### src/rtl/cwbb_pkg.sv
// constants and types of the external interface unit with its collapsing write buffer
// How it works
// two 16-byte halves: one drains to the bus, the other gathers stores
// flush gathering half on new block, barrier, bad merge, uncached access, same-line load
// if the draining half is still busy, stall the core until it empties
// byte, half, three-byte and word stores build a 16-byte value, sent as words
// uncached stores are never merged; each is its own bus transaction
// no-merge policy: second store to a written word pushes the line out first
// full-merge policy: any store pattern to the same line is gathered
// aligned enable mode drives only 0001 0010 0100 1000 0011 1100 1111 on write beats
// aligned enable mode splits an illegal write pattern into two bus writes
// the split is done whichever merge policy is in force
// aligned enable mode turns an uncached three-byte partial load into a word read
package cwbb_pkg;
   localparam int CWBB_ADDR_W = 32;
   localparam int CWBB_DATA_W = 32;
   localparam int CWBB_LANES = 4;
   localparam int CWBB_BLOCK_BYTES = 16;
   localparam int CWBB_WORDS = CWBB_BLOCK_BYTES / CWBB_LANES;
   localparam int CWBB_BLOCK_LSB = 4;
   localparam int CWBB_WORD_LSB = 2;
   localparam logic [3:0] CWBB_BE_B0 = 4'h1;
   localparam logic [3:0] CWBB_BE_B1 = 4'h2;
   localparam logic [3:0] CWBB_BE_B2 = 4'h4;
   localparam logic [3:0] CWBB_BE_B3 = 4'h8;
   localparam logic [3:0] CWBB_BE_LO = 4'h3;
   localparam logic [3:0] CWBB_BE_HI = 4'hC;
   localparam logic [3:0] CWBB_BE_WORD = 4'hF;
   typedef enum logic [0:0] {CWBB_C_IDLE, CWBB_C_READ} cwbb_core_state_t;
endpackage

### src/rtl/cwbb_lane_if.sv
// enable pattern carried to and from the aligned pattern checker
`timescale 1ns/1ps
interface cwbb_lane_if;
   logic [3:0] pattern;
   logic legal;
   logic [3:0] first;
   modport checker_side (input pattern, output legal, output first);
   modport user_side (output pattern, input legal, input first);
endinterface

### src/rtl/cwbb_aligned_check.sv
// aligned enable pattern check and first-half split
`timescale 1ns/1ps
module cwbb_aligned_check
   import cwbb_pkg::*;
(
   cwbb_lane_if.checker_side lane
);
   wire is_byte = (lane.pattern == CWBB_BE_B0) || (lane.pattern == CWBB_BE_B1) ||
                  (lane.pattern == CWBB_BE_B2) || (lane.pattern == CWBB_BE_B3);
   wire is_half = (lane.pattern == CWBB_BE_LO) || (lane.pattern == CWBB_BE_HI);
   assign lane.legal = is_byte || is_half || (lane.pattern == CWBB_BE_WORD);
   // an illegal pattern always has both halves set, so the low half goes first
   assign lane.first = {2'b00, lane.pattern[1:0]};
endmodule

### src/rtl/cwbb_external_interface_unit.sv
// external interface unit: gathering half, draining half and bus beat engine
`timescale 1ns/1ps
module cwbb_external_interface_unit
   import cwbb_pkg::*;
(
   input wire logic clk,
   input wire logic rst_n,
   input wire logic merge_full,
   input wire logic aligned_enable_mode,
   input wire logic core_req_valid,
   input wire logic core_req_write,
   input wire logic core_req_sync,
   input wire logic core_req_uncached,
   input wire logic core_req_partial,
   input wire logic [CWBB_ADDR_W-1:0] core_req_addr,
   input wire logic [CWBB_DATA_W-1:0] core_req_wdata,
   input wire logic [CWBB_LANES-1:0] core_req_be,
   output logic core_done,
   output logic [CWBB_DATA_W-1:0] core_rdata,
   output logic bus_valid,
   output logic bus_write,
   output logic [CWBB_ADDR_W-1:0] bus_addr,
   output logic [CWBB_DATA_W-1:0] bus_wdata,
   output logic [CWBB_LANES-1:0] byte_lane_enables,
   input wire logic bus_ready,
   input wire logic bus_rvalid,
   input wire logic [CWBB_DATA_W-1:0] bus_rdata
);
   localparam int BLK_W = CWBB_ADDR_W - CWBB_BLOCK_LSB;

   // ----------------------------------------
   // state
   // ----------------------------------------
   cwbb_core_state_t state;
   logic acc_valid;
   logic [BLK_W-1:0] acc_block;
   logic [CWBB_BLOCK_BYTES*8-1:0] acc_data;
   logic [CWBB_BLOCK_BYTES-1:0] acc_be;
   logic [BLK_W-1:0] drn_block;
   logic [CWBB_BLOCK_BYTES*8-1:0] drn_data;
   logic [CWBB_BLOCK_BYTES-1:0] drn_be;
   logic [CWBB_BLOCK_BYTES-1:0] beat_clr;

   // ----------------------------------------
   // request decode
   // ----------------------------------------
   wire [BLK_W-1:0] req_block = core_req_addr[CWBB_ADDR_W-1:CWBB_BLOCK_LSB];
   wire [1:0] req_word = core_req_addr[CWBB_BLOCK_LSB-1:CWBB_WORD_LSB];
   wire [CWBB_BLOCK_BYTES-1:0] req_mask = {12'h000, core_req_be} << {req_word, 2'b00};
   wire req_cached = !core_req_uncached;
   wire is_sync = core_req_sync;
   wire is_store = core_req_write && !core_req_sync;
   wire is_read = !core_req_write && !core_req_sync;
   wire is_cached_store = is_store && req_cached;
   wire is_uncached_store = is_store && core_req_uncached;

   // ----------------------------------------
   // flush reasons for the gathering half
   // ----------------------------------------
   wire acc_hit_block = (acc_block == req_block);
   wire same_line = acc_valid && acc_hit_block;
   wire [3:0] word_be = acc_be[{req_word, 2'b00} +: 4];
   wire word_written = |word_be;
   wire bad_merge = !merge_full && same_line && word_written;
   wire flush_new_block = is_store && !same_line;
   wire flush_barrier = is_sync;
   wire flush_bad_merge = is_store && bad_merge;
   wire flush_uncached = core_req_uncached && (is_store || is_read);
   wire flush_line_load = is_read && same_line;
   wire flush_any = flush_new_block || flush_barrier || flush_bad_merge || flush_uncached || flush_line_load;
   wire need_flush = acc_valid && flush_any;

   // ----------------------------------------
   // request start conditions
   // ----------------------------------------
   wire drn_valid = |drn_be;
   wire drn_free = !drn_valid;
   wire take = core_req_valid && !core_done && (state == CWBB_C_IDLE);
   wire take_clean = take && !need_flush;
   wire do_move = take && need_flush && drn_free;
   wire sync_done = take && is_sync && !acc_valid && drn_free;
   wire unc_write = take_clean && is_uncached_store && drn_free;
   wire gather = take_clean && is_cached_store;
   wire rd_start = take_clean && is_read && drn_free && !bus_valid;
   wire beat_accept = bus_valid && bus_ready;
   wire beat_done = beat_accept && bus_write;

   // ----------------------------------------
   // pattern checks
   // ----------------------------------------
   cwbb_lane_if wr_lane();
   cwbb_lane_if rd_lane();
   cwbb_aligned_check u_wr_check (.lane(wr_lane.checker_side));
   cwbb_aligned_check u_rd_check (.lane(rd_lane.checker_side));

   // ----------------------------------------
   // beat selection
   // ----------------------------------------
   logic [1:0] sel_word;
   always_comb begin
      sel_word = 2'd0;
      for (int w = CWBB_WORDS - 1; w >= 0; w--) begin
         if (|drn_be[w*4 +: 4]) begin
            sel_word = 2'(w);
         end
      end
   end

   wire [3:0] sel_nib = drn_be[{sel_word, 2'b00} +: 4];
   wire [CWBB_DATA_W-1:0] sel_data = drn_data[{sel_word, 5'b00000} +: CWBB_DATA_W];
   assign wr_lane.pattern = sel_nib;
   wire wr_split = aligned_enable_mode && !wr_lane.legal;
   wire [3:0] wr_pat = wr_split ? wr_lane.first : sel_nib;
   wire [CWBB_BLOCK_BYTES-1:0] next_beat_clr = {12'h000, wr_pat} << {sel_word, 2'b00};
   wire [CWBB_ADDR_W-1:0] beat_addr = {drn_block, sel_word, 2'b00};

   // ----------------------------------------
   // read pattern widening
   // ----------------------------------------
   assign rd_lane.pattern = core_req_be;
   wire tri_load = core_req_uncached && core_req_partial;
   wire widen = aligned_enable_mode && tri_load && !rd_lane.legal;
   wire [3:0] rd_pat = widen ? CWBB_BE_WORD : core_req_be;

   // ----------------------------------------
   // launch and answer decode
   // ----------------------------------------
   wire launch_write = !bus_valid && drn_valid;
   wire launch_read = !bus_valid && drn_free && rd_start;
   wire read_back = (state == CWBB_C_READ) && bus_rvalid;
   wire quick_done = sync_done || unc_write || gather;

   // ----------------------------------------
   // core side
   // ----------------------------------------
   always_ff @(posedge clk or negedge rst_n) begin
      if (!rst_n) begin
         state <= CWBB_C_IDLE;
         core_done <= 1'b0;
         core_rdata <= '0;
      end else begin
         core_done <= quick_done;
         if (rd_start) begin
            state <= CWBB_C_READ;
         end else if (read_back) begin
            state <= CWBB_C_IDLE;
            core_done <= 1'b1;
            core_rdata <= bus_rdata;
         end
      end
   end

   // ----------------------------------------
   // gathering half
   // ----------------------------------------
   always_ff @(posedge clk or negedge rst_n) begin
      if (!rst_n) begin
         acc_valid <= 1'b0;
         acc_block <= '0;
         acc_data <= '0;
         acc_be <= '0;
      end else if (do_move) begin
         acc_valid <= 1'b0;
         acc_be <= '0;
      end else if (gather) begin
         acc_valid <= 1'b1;
         acc_block <= req_block;
         acc_be <= acc_be | req_mask;
         for (int b = 0; b < CWBB_BLOCK_BYTES; b++) begin
            if (req_mask[b]) begin
               acc_data[b*8 +: 8] <= core_req_wdata[(b%4)*8 +: 8];
            end
         end
      end
   end

   // ----------------------------------------
   // draining half
   // ----------------------------------------
   always_ff @(posedge clk or negedge rst_n) begin
      if (!rst_n) begin
         drn_block <= '0;
         drn_data <= '0;
         drn_be <= '0;
      end else if (do_move) begin
         drn_block <= acc_block;
         drn_data <= acc_data;
         drn_be <= acc_be;
      end else if (unc_write) begin
         drn_block <= req_block;
         drn_data <= {CWBB_WORDS{core_req_wdata}};
         drn_be <= req_mask;
      end else if (beat_done) begin
         drn_be <= drn_be & ~beat_clr;
      end
   end

   // ----------------------------------------
   // bus beat engine
   // ----------------------------------------
   always_ff @(posedge clk or negedge rst_n) begin
      if (!rst_n) begin
         bus_valid <= 1'b0;
         bus_write <= 1'b0;
         bus_addr <= '0;
         bus_wdata <= '0;
         byte_lane_enables <= '0;
         beat_clr <= '0;
      end else if (bus_valid) begin
         if (bus_ready) begin
            bus_valid <= 1'b0;
         end
      end else if (launch_write) begin
         bus_valid <= 1'b1;
         bus_write <= 1'b1;
         bus_addr <= beat_addr;
         bus_wdata <= sel_data;
         byte_lane_enables <= wr_pat;
         beat_clr <= next_beat_clr;
      end else if (launch_read) begin
         bus_valid <= 1'b1;
         bus_write <= 1'b0;
         bus_addr <= core_req_addr;
         byte_lane_enables <= rd_pat;
      end
   end
endmodule

### config.mk
export PLATFORM = sky130hd
export DESIGN_NAME = cwbb_external_interface_unit
export DESIGN_NICKNAME = d
export VERILOG_FILES = /design/src/rtl/cwbb_pkg.sv /design/src/rtl/cwbb_lane_if.sv /design/src/rtl/cwbb_aligned_check.sv /design/src/rtl/cwbb_external_interface_unit.sv
export SDC_FILE = /design/constraint.sdc
export NUM_CORES = 1
export LEC_CHECK = 0
export ABC_AREA = 0
export BUFFER_PORTS_ARGS = -buffer_cell sky130_fd_sc_hd__buf_4
export CAP_MARGIN = 20
export CELL_PAD_IN_SITES_DETAIL_PLACEMENT = 0
export CELL_PAD_IN_SITES_GLOBAL_PLACEMENT = 1
export CORE_MARGIN = 2
export CORE_UTILIZATION = 48
export DETAILED_ROUTE_END_ITERATION = 7
export GPL_ROUTABILITY_DRIVEN = 0
export GPL_TIMING_DRIVEN = 1
export PLACE_DENSITY = 0.89
export SYNTH_ARGS = -nofsm -noshare
export SYNTH_HDL_FRONTEND = slang
export SYNTH_SLANG_ARGS = --single-unit
### constraint.sdc
create_clock -name clk -period 3.3 [get_ports clk]
set_input_delay 0.33 -clock clk [delete_from_list [all_inputs] [get_ports clk]]
set_output_delay 0.33 -clock clk [all_outputs]
set_load 0.02 [all_outputs]
After elaboration in Yosys (flattened, before gate mapping)
Cells that the tools add are included.

Add/sub/neg operators: 0. Multiply operators: 0. Div/mod/pow operators: 0. Order comparisons: 0. Equal/unequal tests: 15. Shift-type cells: 5. Muxes and demuxes: 31. Bitwise operators: 7. Reductions and logical operators: 98.

Operator list (number): $mux 128 (2); $shiftx 128x8->32 (1); $mux 16 (5); $mux 32 (2); $mux 28 (2); $reduce_and 3->1 (16); $logic_and 1x1->1 (36); $shiftx 16x5->4 (2); $shl 4x4->16 (2); $eq 28x28->1 (1); $eq 4x4->1 const B (6); $reduce_or 4->1 (5); $logic_or 1x1->1 (19); $and 16x16->16 (1); $eq 4x2->1 const B (4); $mux 4 (4); $not 16->16 (1); $or 16x16->16 (1); $reduce_or 16->1 (1); $logic_not 1->1 (12); $mux 1 (12); $eq 4x1->1 const B (2); $eq 4x3->1 const B (2); $mux 2 (4); other kinds (4) (13).

Flip-flop bits (word level): 465. Latch bits: 0. Memory bits (writable): 0. Memory bits (read-only): 0. Input bits: 111. Output and inout bits: 103. Memories kept: 0.

Depth between registers and ports, before layout
Gate-level depths: netlist of run 1.

Depth after elaboration: 18. Depth in mapped cells: 10. Depth with buffers taken out: 7.

Hierarchy
Synthesis of run 1 repeated with hierarchy kept, for this count alone.

Cells, all modules: 1521. Area, all modules: 20090.5 sq um.

By module, submodules not included: cwbb_external_interface_unit (instances 1, cells each 1501, area an instance 19970.4 sq um, sequential area each 11636.2 sq um); cwbb_aligned_check (instances 2, cells each 10, area an instance 60.1 sq um, sequential area each 0.0 sq um).

Least setup slack after synthesis of run 1
OpenSTA, ideal clock, no wires.

Kind: reg-to-reg. From: reg acc_block[10]. To: reg drn_data[121]. Arrival: 2.491 ns. Setup slack: 0.683 ns. Cell stages (with the launch flop): 10. Buffers on the path: 2. Cell sequence: dfrtp_1 > xor2_1 > or4_4 > nor4_4 > nand4b_1 > a211oi_2 > nor2_2 > buf_6 > buf_2 > a221o_1.

Longest elaborated chain between the ends: 14. Elaborated cells between the ends (all ways): 21. Classes of those cells: eq/ne: 1; mux: 1; reduce/logical: 19.

RTL lines: from (decl) (RTL line cwbb_external_interface_unit.sv:36) `logic [BLK_W-1:0] acc_block;`; from (signal assigned) (RTL line cwbb_external_interface_unit.sv:167) `acc_block <= req_block;`; $eq 28x28->1 * (RTL line cwbb_external_interface_unit.sv:60) `wire acc_hit_block = (acc_block == req_block);`; $logic_and 1x1->1 * (RTL line cwbb_external_interface_unit.sv:61) `wire same_line = acc_valid && acc_hit_block;`; $logic_not 1->1 / $logic_and 1x1->1 (equally long branches) (RTL line cwbb_external_interface_unit.sv:65, cwbb_external_interface_unit.sv:64); $logic_and 1x1->1 (on tied branches) (RTL line cwbb_external_interface_unit.sv:65, cwbb_external_interface_unit.sv:64); $logic_or 1x1->1 / $logic_and 1x1->1 (equally long branches) (RTL line cwbb_external_interface_unit.sv:70, cwbb_external_interface_unit.sv:67); $logic_or 1x1->1 (2 in a row) (RTL line cwbb_external_interface_unit.sv:70) `wire flush_any = flush_new_block || flush_barrier || flush_bad_merge || flush_uncached || flush_line_load;`; $logic_or 1x1->1 * (RTL line cwbb_external_interface_unit.sv:70); $logic_and 1x1->1 * (RTL line cwbb_external_interface_unit.sv:71) `wire need_flush = acc_valid && flush_any;`; $logic_not 1->1 (RTL line cwbb_external_interface_unit.sv:79) `wire take_clean = take && !need_flush;`; $logic_and 1x1->1 (RTL line cwbb_external_interface_unit.sv:79); $logic_and 1x1->1 (2 in a row) (RTL line cwbb_external_interface_unit.sv:82) `wire unc_write = take_clean && is_uncached_store && drn_free;`; $reduce_bool 2->1 (no source line); to (signal assigned) (RTL line cwbb_external_interface_unit.sv:187) `drn_data <= acc_data;`; to (signal assigned) (RTL line cwbb_external_interface_unit.sv:191) `drn_data <= {CWBB_WORDS{core_req_wdata}};`; to (decl) (RTL line cwbb_external_interface_unit.sv:40) `logic [CWBB_BLOCK_BYTES*8-1:0] drn_data;`.

Mark *: on every way between the ends. The rest lies on a longest branch, timed or not. A chain may end at the register's enable or synchronous reset.

Worst setup path after layout of run 1
From: in core_req_addr[26]. To: reg acc_block[12].

Longest elaborated chain between the ends: 13. Elaborated cells between the ends (all ways): 20. Classes of those cells: eq/ne: 1; bitwise: 1; reduce/logical: 18.

RTL lines: from (decl) (RTL line cwbb_external_interface_unit.sv:15) `input wire logic [CWBB_ADDR_W-1:0] core_req_addr,`; $eq 28x28->1 * (RTL line cwbb_external_interface_unit.sv:60); $logic_and 1x1->1 * (RTL line cwbb_external_interface_unit.sv:61); $logic_not 1->1 / $logic_and 1x1->1 (equally long branches) (RTL line cwbb_external_interface_unit.sv:65, cwbb_external_interface_unit.sv:64); $logic_and 1x1->1 (on tied branches) (RTL line cwbb_external_interface_unit.sv:65, cwbb_external_interface_unit.sv:64); $logic_or 1x1->1 / $logic_and 1x1->1 (equally long branches) (RTL line cwbb_external_interface_unit.sv:70, cwbb_external_interface_unit.sv:67); $logic_or 1x1->1 (2 in a row) (RTL line cwbb_external_interface_unit.sv:70); $logic_or 1x1->1 * (RTL line cwbb_external_interface_unit.sv:70); $logic_and 1x1->1 * (RTL line cwbb_external_interface_unit.sv:71); $logic_not 1->1 / $logic_and 1x1->1 (equally long branches) (RTL line cwbb_external_interface_unit.sv:79, cwbb_external_interface_unit.sv:80); $logic_and 1x1->1 (on tied branches) (RTL line cwbb_external_interface_unit.sv:79, cwbb_external_interface_unit.sv:80); $logic_and 1x1->1 / $not 1->1 (equally long branches); $reduce_and 2->1 (no source line) *.

Marks and branches as above.

==> results.json, run 1 <==
{
  "synth_largest_area_cell": "dfrtp_1",
  "run_status": "completed",
  "initial_utilization_pct": 48.9,
  "finalHoldViolCount": 0,
  "synthFlopType": "dfrtp_1",
  "setup_ws_ns": 0.235,
  "core_area_um2": 41000,
  "holdPathStages": 2,
  "port-buffer-count": 213,
  "required_ns": 3.77,
  "p_per_area_nw_per_um2": 649,
  "drc": 0,
  "finalCritPeriodShare_pct": 92.9,
  "mostFrequentLayoutCell": "dfrtp_1",
  "tightest_slew_ns": 0.959,
  "pin_count": 214,
  "cellLeakagePower_nw": 12.1,
  "switching_share_pct": 29.2,
  "fin_nets": 2070,
  "critPathArrivalTime_ns": 3.53,
  "clk_path_buf_depth": 3,
  "ff2ff_setup_slack_ns": 0.24,
  "pwr-share-seq_pct": 44.5,
  "switchingPower_mw": 4.75,
  "final_cell_mix": "dfrtp_1, buf_4, nand2_1",
  "rsz0062_at_grt": "no",
  "p_int_mw": 11.5,
  "holdWs_ns": 0.0317,
  "synth-edff-count": 0,
  "slew_headroom_pct": 36.1,
  "cap_violations": 0,
  "fmax_ghz": 0.326,
  "cts_setup_buffers": 0,
  "track_usage_pct": 24.4,
  "finClkSkew_ns": 0.0281,
  "worstHoldStart": "core_req_addr[24]",
  "synthDistinctLibCells": 64,
  "dpl-instance-area_um2": 22500,
  "netlist_area_um2": 20100,
  "final_area_um2": 25000,
  "critPathLaunchType": "input port",
  "wire_per_inst_um": 20.7,
  "clock-sinks": 465,
  "ys_warn_count": 0,
  "pwr-share-clk_pct": 36.1,
  "cts_tree": "built",
  "rr_endpoint": "acc_block[12]",
  "min_to": "acc_block[20]",
  "holdCritPathClass": "input port to register",
  "syn_area_per_cell_um2": 12.0,
  "synthDominantCellAreaShare_pct": 58.0,
  "path_clk_slew_ns": 0.06,
  "post-route-min-period_ns": 3.07,
  "numCtsBuffers": 49,
  "setup_tns_ns": 0,
  "place_hpwl_mm": 33.2,
  "report.final.slew_viol_count": 0,
  "firstDrtPassIters": 5,
  "path_max_fanout": 17,
  "via_per_inst": 5.90,
  "overflow": 0,
  "die_area_um2": 43500,
  "ys_async_sr_fraction_pct": 100,
  "synth_nets": 1782,
  "grt_start_max_net_pins": 80,
  "ctsHtreeMaxLevel": 2,
  "area_growth_pct": 24.8,
  "rows": 74,
  "cts-root-buf": "clkbuf_16",
  "die_h_um": 208,
  "reg2regPathDepth": 10,
  "ys_ff_latch": 465,
  "yosys-top-cells-area": "dfrtp_1, a221o_1, mux2_2",
  "grt_pass1_wl_mm": 84.7,
  "num_vias": 14900,
  "drt_iter0_drc": 1250,
  "synthCells": 1671,
  "pwr-share-comb_pct": 19.4,
  "finalSetupViolCount": 0,
  "rr_startpoint": "acc_block[22]",
  "wl_mm": 52.4,
  "critPathCaptureType": "register",
  "first_global_vias": 15100,
  "worstSetupPathType": "input port to register",
  "die_x_um": 208,
  "seq_area_frac_synth_pct": 58.0,
  "pre_cts_ws_ns": 0.208,
  "layout-drive-gt1-share_pct": 24.7,
  "clock_latency_ns": 0.61,
  "ant_nets": 0,
  "antenna_found_initial": 2,
  "ir_worst_vdd_v": 0.000530
}
worst max-delay path, stage by stage:
cell and delay [ns]:
dlygate4sd3_1 0.54, buf_4 0.16, xnor2_1 0.32, nand4_1 0.21, nor4_1 0.35, buf_4 0.18, nand3_1 0.18, o21ai_2 0.24
buf_12 0.20, and2_1 0.18, buf_4 0.26, mux2_2 0.37
metal layers:
metal / global-route usage [%] / vias up / wire, µm
li1: - / 6710 / -
met1: 33.8 / 7620 / 23000
met2: 39.7 / 510 / 24900
met3: 4.08 / 89 / 3290
met4: 7.54 / 0 / 1230
met5: 0 / - / 0
per-stage QoR:
stage / power (mW) / instances / utilization, %
final: 16.3 / 2531 / 61.1
after global routing: 17.0 / 2531 / 61.1
after CTS: 16.4 / 2529 / 61.0
after detailed placement: 10.4 / 2357 / 54.8
after global placement: 10.3 / 2357 / 54.8
after floorplan: 8.98 / 1671 / -
timing repair:
action / in CTS / in global routing
hold buffers: 83 / 0
resized for setup: 0 / 0
setup endpoints to repair: 0 / 1
endpoints found under the hold margin: 245 / 0
cell usage after synthesis (6+ instances only):
cell type    n
nand4_4      9
inv_1       20
nor4_1      11
a21o_1       6
a32oi_1     10
a31oi_1      6
mux2_1      76
and2_1      35
o31ai_1     12
nand3_1     51
clkbuf_1    57
nand2b_1     9
nor3_1       6
nand2_1    233
a221o_1    131
o21ai_0     67
buf_2       37
mux2i_1     65
a211o_1      7
mux2_2     111
buf_1        8
nand4_1     13
a21oi_1     70
dfrtp_1    465
xnor2_1     24
o21ai_1     20
nor2_1      46
cell type report:
cell class / count / area [µm²]
inverters: 20 / 75.1
well taps: 532 / 666
diodes: 2 / 5.00
clock buffers: 64 / 1390
flip-flops and latches: 465 / 11600
multi-input cells: 1076 / 7920
clock inverters: 25 / 349
repair buffers: 347 / 3000
fillers: 3196 / 16000
state kept, by name, indices dropped and copies added, names as in the netlist, 4 cells and up:
signal	cells
core_rdata	32
acc_block	28
beat_clr	16
drn_data	128
bus_wdata	32
drn_block	28
bus_addr	32
acc_data	128
acc_be	16
byte_lane_enables	4
drn_be	16
power groups by stage:
stage	logic (mW)	registers (mW)	clock network, mW
2_1_floorplan	1.56	7.42	0
3_5_place_dp	3.09	7.30	0
4_1_cts	3.18	7.22	5.97
3_3_place_gp	3.01	7.26	0
6_report	3.16	7.23	5.86
5_1_grt	3.45	7.34	6.21
worst max path at each step:
stage | slack, ns | start | depth (start not counted) | end
after floorplan | 0.68 | acc_block[10] | 9 | drn_data[121]
after global placement | 0.25 | core_req_addr[26] | 11 | acc_block[18]
after detailed placement | 0.21 | core_req_addr[26] | 11 | acc_data[12]
after CTS | 0.24 | acc_block[22] | 10 | acc_block[8]
after global routing | 0.06 | acc_block[22] | 10 | acc_block[26]
final | 0.23 | core_req_addr[26] | 12 | acc_block[12]
kinds of logic (layout without fill, tap and decap cells):
family,after synthesis,in the layout,synth area share (%)
compound gates,350,350,13.0
xor+xnor,28,28,1.22
other cells,0,2,0
buf+inv,130,456,2.87
simple gates,445,445,11.1
flops,465,465,58.0
mux,253,253,13.9
Power figures use the tool's default switching activity.
==> run 2: changes to the inputs <==
CORE_ASPECT_RATIO = 0.9   (was default)
==> run 2 against run 1 <==
Net effect:
- routed wire length increased by 1.6%
- utilization decreased by 1.3 points
- clock skew decreased by 0.0049 ns
- count of clock-buffer cells in the layout increased by 4
- power decreased by 1.7%
- via count unchanged
- setup slack improved by 0.025 ns
- final area decreased by 1.0%
- non-clock buffer count decreased by 14
- die area about the same
- sequential cell count unchanged
==> results.json, run 2 (synthesized netlist as in run 1, its figures left out) <==
{
  "critPathLaunchType": "register",
  "area_growth_pct": 23.5,
  "setup_ws_ns": 0.260,
  "wl_mm": 53.3,
  "port-buffer-count": 213,
  "pwr-share-seq_pct": 45.2,
  "overflow": 0,
  "finalSetupViolCount": 0,
  "tightest_slew_ns": 0.757,
  "finClkSkew_ns": 0.0232,
  "ff2ff_setup_slack_ns": 0.26,
  "cts_setup_buffers": 0,
  "report.final.slew_viol_count": 0,
  "pre_cts_ws_ns": 0.250,
  "switching_share_pct": 29.5,
  "pwr-share-comb_pct": 19.8,
  "track_usage_pct": 24.6,
  "place_hpwl_mm": 34.6,
  "run_status": "completed",
  "finalHoldViolCount": 0,
  "cts_hold_buf": 68,
  "drt_iter0_drc": 1306,
  "slew_headroom_pct": 49.4,
  "holdWs_ns": 0.0167,
  "ant_nets": 0,
  "rsz0062_at_grt": "no",
  "clock_latency_ns": 0.60,
  "fmax_ghz": 0.329,
  "p_int_mw": 11.3,
  "endpoint": "drn_data[84]",
  "ctsHtreeMaxLevel": 2,
  "cp-startpoint": "drn_be[1]",
  "ir_worst_vdd_v": 0.000435,
  "power.total_mw": 16.0,
  "die_area_um2": 43500,
  "die_h_um": 198,
  "num_vias": 14900,
  "numCtsBuffers": 48,
  "final_cell_mix": "dfrtp_1, buf_4, nand2_1",
  "required_ns": 3.82,
  "cts_resized": 0,
  "largestRegisters": "acc_data x128, drn_data x128",
  "post-route-min-period_ns": 3.04,
  "path_clk_slew_ns": 0.06,
  "critPathArrivalTime_ns": 3.56,
  "path_max_fanout": 34,
  "fin_nets": 2055,
  "p_per_area_nw_per_um2": 645,
  "wire_per_inst_um": 21.1,
  "cts-root-buf": "clkbuf_16",
  "initial_utilization_pct": 48.4,
  "rr_startpoint": "drn_be[1]",
  "die_x_um": 220,
  "layout-drive-gt1-share_pct": 24.6,
  "cap_violations": 0,
  "holdCritPathClass": "input port to register",
  "grt_pass1_wl_mm": 83.5,
  "switchingPower_mw": 4.72,
  "pwr-share-clk_pct": 35.0,
  "mostFrequentLayoutCell": "dfrtp_1",
  "drc": 0,
  "worstSetupPathType": "register to register",
  "setup_tns_ns": 0,
  "firstDrtPassIters": 5,
  "first_global_vias": 14900,
  "rows": 71,
  "critPathCaptureType": "register",
  "rr_endpoint": "drn_data[84]",
  "cellLeakagePower_nw": 11.9,
  "via_per_inst": 5.90,
  "cts_tree": "built",
  "finalCritPeriodShare_pct": 92.1,
  "clock-sinks": 465,
  "antenna_found_initial": 1,
  "core_area_um2": 41500,
  "reg2regPathDepth": 6,
  "pin_count": 214,
  "grt_start_max_net_pins": 98,
  "clk_path_buf_depth": 3
}
==> run 2: cell types whose count changed in the layout (fill, tap and decap cells not counted), sizes merged <==
cell	previous run	this run
dlygate4sd3	83	68
clkinv	16	10
clkbuf	64	68
inv	20	24
bufinv	7	4
buf	264	265
clkinvlp	2	1
diode	2	1
==> run 2: worst min-delay path by stage <==
stage | start | end | slack (ns) | cells past startpoint
final | core_req_wdata[18] | acc_data[114] | 0.02 | 2
after global routing | core_req_wdata[16] | acc_data[112] | 0.02 | 2
after CTS | core_req_addr[21] | acc_block[17] | 0.001 | 2
after detailed placement | rst_n | bus_addr[17] | 0.39 | 1
after global placement | rst_n | bus_addr[13] | 0.39 | 1
after floorplan | rst_n | acc_be[0] | 0.03 | 0
==> run 2: power by group through the flow <==
stage	Sequential [mW]	Combinational, mW	Clock [mW]
after global routing	7.34	3.44	5.91
after detailed placement	7.31	3.10	0
after floorplan	7.42	1.56	0
after global placement	7.26	3.02	0
final	7.23	3.16	5.60
after CTS	7.22	3.17	5.68
==> run 2: final cells by class <==
type | instances | area [µm²]
timing repair buffer | 333 | 2830
inverter | 20 | 75.1
clock inverter | 19 | 223
clock buffer | 68 | 1410
multi-input combinational | 1076 | 7920
antenna | 1 | 2.50
tap | 547 | 684
fill | 3284 | 16700
sequential | 465 | 11600
==> run 2: critical path, cell delays in order, from the launching register on <==
cell     delay (ns)
dfrtp_1        0.44
or4_1          0.67
nor4_2         0.34
nand3_1        0.23
nor2_4         0.58
buf_4          0.47
a221o_1        0.23
==> run 2: per-layer routing <==
| layer | track usage, % | vias up | wire, µm |
|---|---|---|---|
| li1 | - | 6677 | - |
| met5 | 0 | - | 0 |
| met3 | 4.36 | 103 | 4160 |
| met4 | 7.46 | 0 | 1300 |
| met2 | 40.1 | 620 | 24900 |
| met1 | 33.8 | 7529 | 22800 |
==> run 2: metrics by stage <==
step                      instances  utilization (%)  instance area (µm²)
final                          2529             59.7                24800
after global routing           2529             59.7                24800
after CTS                      2528             59.7                24800
after detailed placement       2373             54.2                22500
after global placement         2373             54.2                22500
after floorplan                1671                -                20100
